--- config.mk ---
export PLATFORM = sky130hd
export DESIGN_NAME = mxcfg_top
export DESIGN_NICKNAME = d
export VERILOG_FILES = /design/src/verilog/mxcfg_top.v
export VERILOG_INCLUDE_DIRS = /design/src /design/src/verilog
export SDC_FILE = /design/constraint.sdc
export NUM_CORES = 1
export LEC_CHECK = 0
export ABC_AREA = 0
export BUFFER_PORTS_ARGS = -buffer_cell sky130_fd_sc_hd__buf_2
export CORE_ASPECT_RATIO = 0.9
export CORE_MARGIN = 3
export CORE_UTILIZATION = 54
export CTS_CLUSTER_DIAMETER = 80
export DETAILED_ROUTE_END_ITERATION = 10
export PLACE_DENSITY_LB_ADDON = 0.05
export RECOVER_POWER = 50
export SLEW_MARGIN = 25
export SYNTH_ARGS = -nofsm -noshare
export SYNTH_HDL_FRONTEND = slang
export SYNTH_SLANG_ARGS = --single-unit
--- constraint.sdc ---
create_clock -name core_clk -period 16.2 [get_ports core_clk]
set_clock_uncertainty 0.2 [all_clocks]
set_input_delay 0 -clock core_clk [delete_from_list [all_inputs] [get_ports core_clk]]
set_output_delay 0 -clock core_clk [all_outputs]
set_load 0.01 [all_outputs]
--- src/verilog/mxcfg_defines.vh ---
/*
 Constants for the multiplexed converter configuration and sequencer block:
 register indices, field positions, reset values, masks and timing counts.
 Assumes it is included by its bare name and that an index times four is the
 byte address seen on the register bus.
*/
`ifndef MXCFG_DEFINES_VH
`define MXCFG_DEFINES_VH

// ****************************************************************
// Register indices (byte address = 4 * index)
// ****************************************************************
`define MXC_IDX_CFG_ONE 8'hCB
`define MXC_IDX_CFG_TWO 8'hCC
`define MXC_IDX_SPARE 8'hCD
`define MXC_IDX_OFFSET 8'hCE
`define MXC_IDX_GAIN 8'hCF
`define MXC_IDX_CTRL 8'hE0
`define MXC_IDX_RESULT 8'hE1

// ****************************************************************
// Reset values and writable-bit masks
// ****************************************************************
`define MXC_CFG_ONE_RST 16'h8010
`define MXC_CFG_TWO_RST 16'h0000
`define MXC_SPARE_RST 16'h0000
`define MXC_OFFSET_RST 16'h0000
`define MXC_GAIN_RST 16'h0000
`define MXC_CFG_ONE_MASK 16'h87FF
`define MXC_CFG_TWO_MASK 16'hC703
`define MXC_SPARE_MASK 16'h00FF

// ****************************************************************
// Field positions
// ****************************************************************
`define MXC_EN_BIT 15
`define MXC_CMB_BIT 10
`define MXC_SRC_ROUTE_HI 9
`define MXC_SRC_ROUTE_LO 7
`define MXC_SINK_ROUTE_HI 6
`define MXC_SINK_ROUTE_LO 4
`define MXC_SRC_LVL_HI 3
`define MXC_SRC_LVL_LO 2
`define MXC_SINK_LVL_HI 1
`define MXC_SINK_LVL_LO 0
`define MXC_MODE_HI 15
`define MXC_MODE_LO 14
`define MXC_DELAY_HI 10
`define MXC_DELAY_LO 8
`define MXC_OSR_HI 1
`define MXC_OSR_LO 0
`define MXC_START_BIT 0

// ****************************************************************
// Sequencer modes
// ****************************************************************
`define MXC_MODE_SINGLE 2'h0
`define MXC_MODE_TRIG 2'h1

// ****************************************************************
// Timing in master clock cycles
// ****************************************************************
`define MXC_SETTLE_0 13'h0010
`define MXC_SETTLE_1 13'h0040
`define MXC_SETTLE_2 13'h0080
`define MXC_SETTLE_3 13'h0100
`define MXC_SETTLE_4 13'h0200
`define MXC_SETTLE_5 13'h0400
`define MXC_SETTLE_6 13'h0800
`define MXC_SETTLE_7 13'h1000
`define MXC_CONV_0 13'h0180
`define MXC_CONV_1 13'h0200
`define MXC_CONV_2 13'h0300
`define MXC_CONV_3 13'h0500

`endif

--- src/verilog/mxcfg_top.v ---
/*
 Configuration registers, sequencer and result calibration of the
 multiplexed 16-bit converter, reached as an Avalon-MM slave.
 Assumes raw_sample comes from the decimation filter on core_clk, that
 power_down comes from same-clock power logic, and that data_ready_n is an
 asynchronous pin from the current converter.
*/
// Our own choice: register access over Avalon-MM.
// How it works
// - Enable resets set; disable or standby clears result and step counter.
// - Bit 10 of the first configuration register turns on the common-mode buffer.
// - Bits 9:7 route the test source to inputs 0..7; reset 000b.
// - Bits 6:4 route the test sink to inputs 0..7; reset 001b.
// - Bits 3:2 set source level: off, 4, 40, 240 microamps.
// - Bits 1:0 set sink level with the same coding.
// - Setting start aborts any running sequence and restarts at step zero.
// - Mode 00b runs one pass per start, then stops.
// - Mode 01b also starts a pass on each data-ready falling edge.
// - In mode 01b data-ready edges during a pass are ignored.
// - Modes 10b and 11b repeat passes continuously after start.
// - Each enabled step waits 16 to 4096 cycles by bits 10:8 first.
// - Bits 1:0 pick oversampling; conversion lasts 384 to 1280 cycles.
// - Eight spare bits read and write freely, with no effect.
// - Offset word LSB doubles when the step gain is 4.
// - Gain word scales by one plus value times two to the minus 16.
`timescale 1ns/1ps
`default_nettype none
`include "mxcfg_defines.vh"

module mxcfg_top #(
    parameter NSTEPS = 4
) (
    input wire core_clk,
    input wire sys_rst,
    input wire [9:0] avs_address,
    input wire avs_read,
    input wire avs_write,
    input wire [31:0] avs_writedata,
    input wire [3:0] avs_byteenable,
    output reg [31:0] avs_readdata,
    output wire avs_waitrequest,
    input wire power_down,
    input wire current_conv_data_ready_n,
    input wire [NSTEPS-1:0] step_enable,
    input wire [1:0] mux_converter_gain,
    input wire [15:0] raw_sample,
    output wire mux_converter_enable,
    output wire common_mode_buffer_enable,
    output wire [2:0] test_source_route,
    output wire [2:0] test_sink_route,
    output wire [1:0] test_source_level,
    output wire [1:0] test_sink_level,
    output wire [1:0] oversampling_select,
    output reg [1:0] sequence_step_counter,
    output reg conv_start,
    output reg result_valid,
    output reg [15:0] conv_result,
    output wire seq_busy
);

    localparam ST_IDLE = 3'b001;
    localparam ST_SETTLE = 3'b010;
    localparam ST_CONV = 3'b100;

    // ****************************************************************
    // Decoding helpers
    // ****************************************************************
    function [12:0] settle_cycles;
        input [2:0] code;
        begin
            case (code)
                3'h0: settle_cycles = `MXC_SETTLE_0;
                3'h1: settle_cycles = `MXC_SETTLE_1;
                3'h2: settle_cycles = `MXC_SETTLE_2;
                3'h3: settle_cycles = `MXC_SETTLE_3;
                3'h4: settle_cycles = `MXC_SETTLE_4;
                3'h5: settle_cycles = `MXC_SETTLE_5;
                3'h6: settle_cycles = `MXC_SETTLE_6;
                default: settle_cycles = `MXC_SETTLE_7;
            endcase
        end
    endfunction

    function [12:0] conv_cycles;
        input [1:0] code;
        begin
            case (code)
                2'h0: conv_cycles = `MXC_CONV_0;
                2'h1: conv_cycles = `MXC_CONV_1;
                2'h2: conv_cycles = `MXC_CONV_2;
                default: conv_cycles = `MXC_CONV_3;
            endcase
        end
    endfunction

    // Merges the two low byte lanes into a 16-bit register under a mask
    function [15:0] lane_merge;
        input [15:0] old;
        input [15:0] wdata;
        input [1:0] be;
        input [15:0] mask;
        reg [15:0] lanes;
        begin
            lanes = {{8{be[1]}}, {8{be[0]}}} & mask;
            lane_merge = (old & ~lanes) | (wdata & lanes);
        end
    endfunction

    // ****************************************************************
    // Register bus slave
    // ****************************************************************
    reg bus_ack;
    reg [15:0] cfg_one;
    reg [15:0] cfg_two;
    reg [15:0] spare_bits;
    reg [15:0] offset_trim_word;
    reg [15:0] gain_trim_word;
    reg [31:0] next_readdata;
    reg [2:0] state;

    wire [7:0] reg_index = avs_address[9:2];
    wire bus_req = avs_read | avs_write;
    wire wr_take = avs_write & bus_ack;
    wire start_req;

    // One wait cycle per access keeps read data registered
    assign avs_waitrequest = bus_req & ~bus_ack;

    always @* begin
        next_readdata = 32'h00000000;
        case (reg_index)
            `MXC_IDX_CFG_ONE: next_readdata = {16'h0000, cfg_one};
            `MXC_IDX_CFG_TWO: next_readdata = {16'h0000, cfg_two};
            `MXC_IDX_SPARE: next_readdata = {16'h0000, spare_bits};
            `MXC_IDX_OFFSET: next_readdata = {16'h0000, offset_trim_word};
            `MXC_IDX_GAIN: next_readdata = {16'h0000, gain_trim_word};
            `MXC_IDX_CTRL: next_readdata = {29'h00000000, sequence_step_counter, seq_busy};
            `MXC_IDX_RESULT: next_readdata = {16'h0000, conv_result};
            default: next_readdata = 32'h00000000;
        endcase
    end

    always @(posedge core_clk) begin
        if (sys_rst) begin
            bus_ack <= 1'b0;
            avs_readdata <= 32'h00000000;
        end else begin
            bus_ack <= bus_req & ~bus_ack;
            if (avs_read & ~bus_ack) begin
                avs_readdata <= next_readdata;
            end
        end
    end

    // The block does not lock configuration while enabled; the host keeps off
    // changes during a running pass, otherwise a step sees mixed settings.
    always @(posedge core_clk) begin
        if (sys_rst) begin
            cfg_one <= `MXC_CFG_ONE_RST;
            cfg_two <= `MXC_CFG_TWO_RST;
            spare_bits <= `MXC_SPARE_RST;
            offset_trim_word <= `MXC_OFFSET_RST;
            gain_trim_word <= `MXC_GAIN_RST;
        end else if (wr_take) begin
            case (reg_index)
                `MXC_IDX_CFG_ONE: cfg_one <= lane_merge(cfg_one, avs_writedata[15:0],
                    avs_byteenable[1:0], `MXC_CFG_ONE_MASK);
                `MXC_IDX_CFG_TWO: cfg_two <= lane_merge(cfg_two, avs_writedata[15:0],
                    avs_byteenable[1:0], `MXC_CFG_TWO_MASK);
                `MXC_IDX_SPARE: spare_bits <= lane_merge(spare_bits, avs_writedata[15:0],
                    avs_byteenable[1:0], `MXC_SPARE_MASK);
                `MXC_IDX_OFFSET: offset_trim_word <= lane_merge(offset_trim_word,
                    avs_writedata[15:0], avs_byteenable[1:0], 16'hFFFF);
                `MXC_IDX_GAIN: gain_trim_word <= lane_merge(gain_trim_word,
                    avs_writedata[15:0], avs_byteenable[1:0], 16'hFFFF);
                default: begin
                end
            endcase
        end
    end

    // ****************************************************************
    // Configuration outputs
    // ****************************************************************
    assign mux_converter_enable = cfg_one[`MXC_EN_BIT];
    assign common_mode_buffer_enable = cfg_one[`MXC_CMB_BIT];
    assign test_source_route = cfg_one[`MXC_SRC_ROUTE_HI:`MXC_SRC_ROUTE_LO];
    assign test_sink_route = cfg_one[`MXC_SINK_ROUTE_HI:`MXC_SINK_ROUTE_LO];
    assign test_source_level = cfg_one[`MXC_SRC_LVL_HI:`MXC_SRC_LVL_LO];
    assign test_sink_level = cfg_one[`MXC_SINK_LVL_HI:`MXC_SINK_LVL_LO];
    assign oversampling_select = cfg_two[`MXC_OSR_HI:`MXC_OSR_LO];

    wire [1:0] seq_mode = cfg_two[`MXC_MODE_HI:`MXC_MODE_LO];
    wire [2:0] delay_code = cfg_two[`MXC_DELAY_HI:`MXC_DELAY_LO];
    wire seq_continuous = seq_mode[1];

    // ****************************************************************
    // Data-ready pin synchroniser and falling-edge detect
    // ****************************************************************
    reg drdy_meta;
    reg drdy_sync;
    reg drdy_prev;

    always @(posedge core_clk) begin
        if (sys_rst) begin
            drdy_meta <= 1'b1;
            drdy_sync <= 1'b1;
            drdy_prev <= 1'b1;
        end else begin
            drdy_meta <= current_conv_data_ready_n;
            drdy_sync <= drdy_meta;
            drdy_prev <= drdy_sync;
        end
    end

    wire drdy_fall = drdy_prev & ~drdy_sync;
    assign start_req = wr_take & (reg_index == `MXC_IDX_CTRL)
        & avs_byteenable[0] & avs_writedata[`MXC_START_BIT];
    assign seq_busy = (state != ST_IDLE);
    // Only an idle sequencer takes a data-ready trigger
    wire trig_req = (seq_mode == `MXC_MODE_TRIG) & drdy_fall & ~seq_busy;

    // ****************************************************************
    // Calibration: offset first, then gain, then saturation
    // ****************************************************************
    // At gain 4 one offset LSB spans two output LSBs; at gains 1 and 2 it spans one
    wire signed [17:0] offset_scaled = mux_converter_gain[1]
        ? {offset_trim_word[15], offset_trim_word, 1'b0}
        : {{2{offset_trim_word[15]}}, offset_trim_word};
    wire signed [18:0] cal_diff = {{3{raw_sample[15]}}, raw_sample}
        - {offset_scaled[17], offset_scaled};
    wire signed [17:0] gain_factor = 18'sh10000
        + {{2{gain_trim_word[15]}}, gain_trim_word};
    wire signed [36:0] cal_prod = cal_diff * gain_factor;
    wire [20:0] cal_scaled = cal_prod[36:16];
    wire cal_fits = (cal_scaled[20:15] == 6'h00) | (cal_scaled[20:15] == 6'h3F);
    wire [15:0] cal_result = cal_fits ? cal_scaled[15:0]
        : (cal_scaled[20] ? 16'h8000 : 16'h7FFF);

    // ****************************************************************
    // Sequencer
    // ****************************************************************
    reg [12:0] timer;
    wire last_step = (sequence_step_counter == NSTEPS - 1);

    task step_advance;
        begin
            if (last_step) begin
                sequence_step_counter <= 2'h0;
                if (seq_continuous) begin
                    state <= ST_SETTLE;
                    timer <= settle_cycles(delay_code);
                end else begin
                    state <= ST_IDLE;
                end
            end else begin
                sequence_step_counter <= sequence_step_counter + 2'h1;
                state <= ST_SETTLE;
                timer <= settle_cycles(delay_code);
            end
        end
    endtask

    always @(posedge core_clk) begin
        if (sys_rst) begin
            state <= ST_IDLE;
            timer <= 13'h0000;
            sequence_step_counter <= 2'h0;
            conv_start <= 1'b0;
            result_valid <= 1'b0;
            conv_result <= 16'h0000;
        end else begin
            conv_start <= 1'b0;
            result_valid <= 1'b0;
            if (~mux_converter_enable | power_down) begin
                state <= ST_IDLE;
                sequence_step_counter <= 2'h0;
                conv_result <= 16'h0000;
            end else if (start_req | trig_req) begin
                state <= ST_SETTLE;
                sequence_step_counter <= 2'h0;
                timer <= settle_cycles(delay_code);
            end else begin
                case (state)
                    ST_IDLE: begin
                    end
                    ST_SETTLE: begin
                        // A disabled step costs one cycle and is skipped
                        if (~step_enable[sequence_step_counter]) begin
                            step_advance;
                        end else if (timer == 13'h0001) begin
                            state <= ST_CONV;
                            timer <= conv_cycles(oversampling_select);
                            conv_start <= 1'b1;
                        end else begin
                            timer <= timer - 13'h0001;
                        end
                    end
                    ST_CONV: begin
                        if (timer == 13'h0001) begin
                            conv_result <= cal_result;
                            result_valid <= 1'b1;
                            step_advance;
                        end else begin
                            timer <= timer - 13'h0001;
                        end
                    end
                    default: state <= ST_IDLE;
                endcase
            end
        end
    end

endmodule // mxcfg_top

`default_nettype wire
# --- Yosys cells after proc, flatten, opt, wreduce, memory -nomap -nowiden ---
# Index checks and enable logic that the tools add are counted.
word_totals:
  reg_bits: 152
op_classes:
  addsub: 4
  mul: 1
  magnitude_cmp: 1
  eq_ne: 29
  mux: 27
  n_bitwise: 41
  n_reduce_logical: 19
op_table:
  columns: ["operator", "n"]
  rows:
  - ["$and 16x16->16", 8]
  - ["$pmux 16 s7", 1]
  - ["$pmux 13 s7", 1]
  - ["$or 16x16->16", 5]
  - ["$mux 13", 6]
  - ["$eq 8x8->1 const B", 7]
  - ["$mux 16", 3]
  - ["$not 16->16", 3]
  - ["$mul 18x18->36", 1]
  - ["$pmux 11 s3", 1]
  - ["$pmux 13 s2", 1]
  - ["$add 17x18->18 const A", 1]
  - ["$sub 16x17->18", 1]
  - ["$and 16x8->16", 1]
  - ["$not 8->16", 1]
  - ["$eq 13x1->1 const B", 1]
  - ["$sub 13x1->13 const B", 1]
  - ["$eq 3x3->1 const B", 4]
  - ["$mux 3", 4]
  - ["$reduce_and 2->1", 6]
  - ["$reduce_and 3->1", 4]
  - ["$mux 2", 5]
  - ["$not 1->1", 10]
  - ["$and 1x1->1", 9]
  - ["other kinds (25)", 37]

# --- Longest topological paths before layout ---
logic_depth:
  word_depth: 7
  ltp_mapped: 40
  depth_no_buf: 37

# --- Least setup slack after synthesis ---
# Ideal clock, no wire load.
synth_path:
  path_kind: "input -> register"
  startpoint: "input mux_converter_gain[1]"
  endpoint: "register conv_result[4]"
  arrival_time_ns: 9.004
  slack_ns: 6.870
  stages: 37
  n_path_buf: 6
  cell_sequence: "clkbuf_1 > clkbuf_1 > mux2i_1 > ha_1 > o21ai_0 > a21oi_1 > o211ai_1 > a21oi_1 > o211ai_1 > o22ai_1 > o21bai_1 > clkbuf_1 > and2_1 > ha_1 > xor2_1 > fa_1 > clkbuf_1 > xor2_1 > xnor2_1 > fa_1 > fa_1 > inv_1 > fa_1 > inv_1 > ha_1 > buf_2 > a21oi_1 > o21ai_1 > o21a_1 > o21ai_1 > a21oi_1 > a2111o_1 > or3_1 > and2_1 > a32oi_2 > buf_6 > o22ai_2"
synth_via:
  elab_chain_cells: 6
synth_lines:
  columns: ["element", "line", "source"]
  rows:
  - ["from (decl)", "mxcfg_top.v:45", "input wire [1:0] mux_converter_gain,"]
  - ["$mux 16 (*)", "mxcfg_top.v:228", "? {offset_trim_word[15], offset_trim_word, 1'b0}"]
  - ["$sub 16x17->18 (*)", "mxcfg_top.v:231", "- {offset_scaled[17], offset_scaled};"]
  - ["$mul 18x18->36 (*)", "mxcfg_top.v:234", "wire signed [36:0] cal_prod = cal_diff * gain_factor;"]
  - ["$eq 6x6->1 or $logic_not 6->1 (tied branches)", "mxcfg_top.v:236", "wire cal_fits = (cal_scaled[20:15] == 6'h00) | (cal_scaled[20:15] == 6'h3F);"]
  - ["$or 1x1->1", "mxcfg_top.v:236", null]
  - ["$mux 16 (*)", "mxcfg_top.v:237", "wire [15:0] cal_result = cal_fits ? cal_scaled[15:0]"]
  - ["to (signal assigned)", "mxcfg_top.v:301", "conv_result <= cal_result;"]
  - ["to (decl)", "mxcfg_top.v:57", "output reg [15:0] conv_result,"]
# Every way passes the cells marked *; elsewhere a longest branch is shown, timed or not.
# A chain may end at the register's enable or synchronous reset.

==> flow_summary.json <==
{
  "fill_cells": 3014,
  "timing.final.hold_violations": 0,
  "ir_drop_mv": 0.0648,
  "htreeDepth": 4,
  "drive_gt1_frac": 0.0872,
  "finalCritPeriodShare": 0.661,
  "use_met2": 0.464,
  "gp_congestion": 0.884,
  "path_class": "flop to flop",
  "pin_count": 142,
  "yosysMostFrequentCell": "inv_1",
  "slew_headroom": -1.77,
  "dieArea_um2": 35900,
  "wl_um": 47900,
  "ys_types": 84,
  "placementRows": 63,
  "violations": "max-capacitance violations, max-slew violations",
  "crit_path_max_incr_delay_ns": 0.76,
  "dp_hpwl_um": 37700,
  "fin_setup_tns_ns": 0,
  "clkTransAtPathRegs_ns": 0.06,
  "yosys_warnings": 0,
  "grtUsageMet3": 0.0274,
  "start_util": 0.550,
  "async_flop_share": 0,
  "rsz0062_at_grt": "false",
  "powerDensity_nw_per_um2": 40.8,
  "cts_tree": "built",
  "min_path_type": "input pin to flop",
  "root_buffer": "clkbuf_16",
  "ys_seq_area_frac": 0.127,
  "grt_use_met1": 0.383,
  "ys_ff_latch": 115,
  "dp_worst_setup_slack_ns": 5.26,
  "die_y_um": 180,
  "routedWlPerCell_um": 18.2,
  "drv_cap": 1,
  "cp_slowest_cell": "o21bai_2",
  "synth_edf_count": 0,
  "critical_path_arrival_ns": 10.78,
  "nNetsFinal": 2678,
  "cts_buffer_depth": 2,
  "synthCells": 2114,
  "grt_usage": 0.276,
  "grt.busiest_layer": "met2",
  "setup_viol": 0,
  "syn_area_um2": 18200,
  "portBuffers": 104,
  "clock.fmax_ghz": 0.0933,
  "drt-initial-drc-count": 806,
  "ys_top_cells_by_count": "inv_1 (379), fa_1 (280), nand2_1 (240)",
  "antenna_found_initial": 2,
  "fp.dieW_um": 199,
  "synth_top_area_cell": "fa_1",
  "clock-sinks": 115,
  "core_area_um2": 33000,
  "drv_slew": 94,
  "worstSkewPairLatency_ns": 0.42,
  "cp-start-kind": "flop",
  "ys.flop_type": "dfxtp_1",
  "cts_made_buffers": 17,
  "grt_pass1_vias": 15100,
  "synth_top_area_frac": 0.309,
  "critPathMaxFanout": 19,
  "power_uw": 811,
  "path_buf_inv": 2,
  "worstMarginPinSlew_ns": 4.16,
  "drc": 0,
  "period_minus_slack_ns": 10.71,
  "setup_ws_ns": 5.49,
  "ant_nets": 0,
  "end_kind": "flop",
  "vias_per_cell": 5.55,
  "grt_pass1_wl_um": 79000,
  "grt_overflow_total": 0,
  "grt_max_degree": 94,
  "cts_setup_buffers": 0,
  "synth_area_leaders": "fa_1 (31%), dfxtp_1 (13%), ha_1 (9.3%)",
  "postSynthAreaPerCell_um2": 8.59,
  "worst_ep_required_time_ns": 16.26,
  "vias": 14600,
  "status": "finished with violations",
  "area_growth_pct": 9.48,
  "p_leak_uw": 0.00929,
  "dr.pass1.iters": 8,
  "post-route-util": 0.602,
  "crit_family": "compound AO/OA/AOI/OAI gates"
}
-- layout make-up --
| type | count | area (um2) | area share |
|---|---|---|---|
| well taps | 422 | 528 | 0.0265 |
| multi-input cells | 1510 | 14100 | 0.707 |
| flip-flops and latches | 115 | 2300 | 0.116 |
| inverters | 379 | 1420 | 0.0715 |
| clock inverters | 11 | 105 | 0.00528 |
| clock buffers | 21 | 470 | 0.0237 |
| diodes | 1 | 2.50 | 0.000126 |
| repair buffers | 166 | 995 | 0.0500 |
-- power by group --
part	leakage [uW]	internal [uW]	switching (uW)
registers	0.000929	284	1.10
logic	0.00810	58.4	106
clock network	0.000260	223	138
-- what timing repair did --
| action | 4_1_cts | 5_1_grt |
|---|---|---|
| hold buffers | 32 | 0 |
| gates resized for setup | 0 | 0 |
| endpoints found under the hold margin | 84 | 0 |
-- layer usage --
| metal | part of all wire | routed length (um) |
|---|---|---|
| met5 | 0 | 0 |
| met3 | 0.046 | 2210 |
| met4 | 0.026 | 1220 |
| met2 | 0.49 | 23500 |
| met1 | 0.44 | 21000 |
-- cell usage in the layout, fill, tap and decap left out, types with 6 or more instances in the layout --
master / instances
o22ai_1: 10
o22ai_2: 10
and3_1: 10
mux2i_1: 53
nand4_1: 10
and2_1: 124
or2_2: 6
o21ai_1: 12
nand2b_1: 29
a222oi_1: 14
clkbuf_1: 54
a221oi_1: 6
a21oi_1: 91
buf_4: 28
nand3_1: 17
dlygate4sd3_1: 32
o21ai_0: 45
mux2_2: 20
clkinvlp_4: 7
xor2_1: 25
or3_1: 6
buf_2: 53
xnor2_1: 37
a21o_1: 16
a211oi_1: 11
dfxtp_1: 113
nor2b_1: 37
conb_1: 18
a31oi_1: 12
fa_1: 280
nor3_1: 18
ha_1: 135
clkbuf_16: 17
inv_1: 379
nor2_1: 110
nand2_1: 240
o21a_1: 10
-- worst paths after layout --
path / slack [ns] / startpoint / endpoint / cells past startpoint
worst min register to register: 0.22 / drdy_meta$_SDFF_PP1_ / drdy_sync$_SDFF_PP1_ / 1
worst max register to register: 5.49 / flop / conv_result[1]$_SDFFE_PP0P_ / 32
worst min-delay path: 0.06 / avs_address[5] / avs_readdata[1]$_SDFFE_PP0P_ / 6
worst max-delay path: 5.49 / flop / conv_result[1]$_SDFFE_PP0P_ / 32
-- through the flow --
stage	cells	hold slack, ns	cell area, um2
floorplan	2130	-0.0962	18200
global placement	2559	-0.0152	19000
detailed placement	2559	-0.0160	19000
CTS	2623	0.0299	19900
global route	2625	0.0875	19900
finish	2625	0.0596	19900
-- worst reg2reg max path: cells and delay by family (launching register included) --
family,cells,cell delay [ns]
xor+xnor,3,1.43
mux,1,0.14
compound gates,15,4.14
fa+ha+maj,7,3.13
flops,1,0.46
simple gates,4,0.97
buf+inv,2,0.09
-- kinds of logic after synthesis --
kind of cell | count (synthesis) | share of synthesized area
AOI/OAI and AO/OA | 287 | 0.107
xor gates and xnor gates | 71 | 0.0342
adders and majority gates | 415 | 0.402
buffers and inverters | 505 | 0.109
DFF | 115 | 0.127
muxes | 77 | 0.0461
other | 2 | 0.000413
and+or+nand+nor | 642 | 0.175
(Power assumes the default switching activity.)
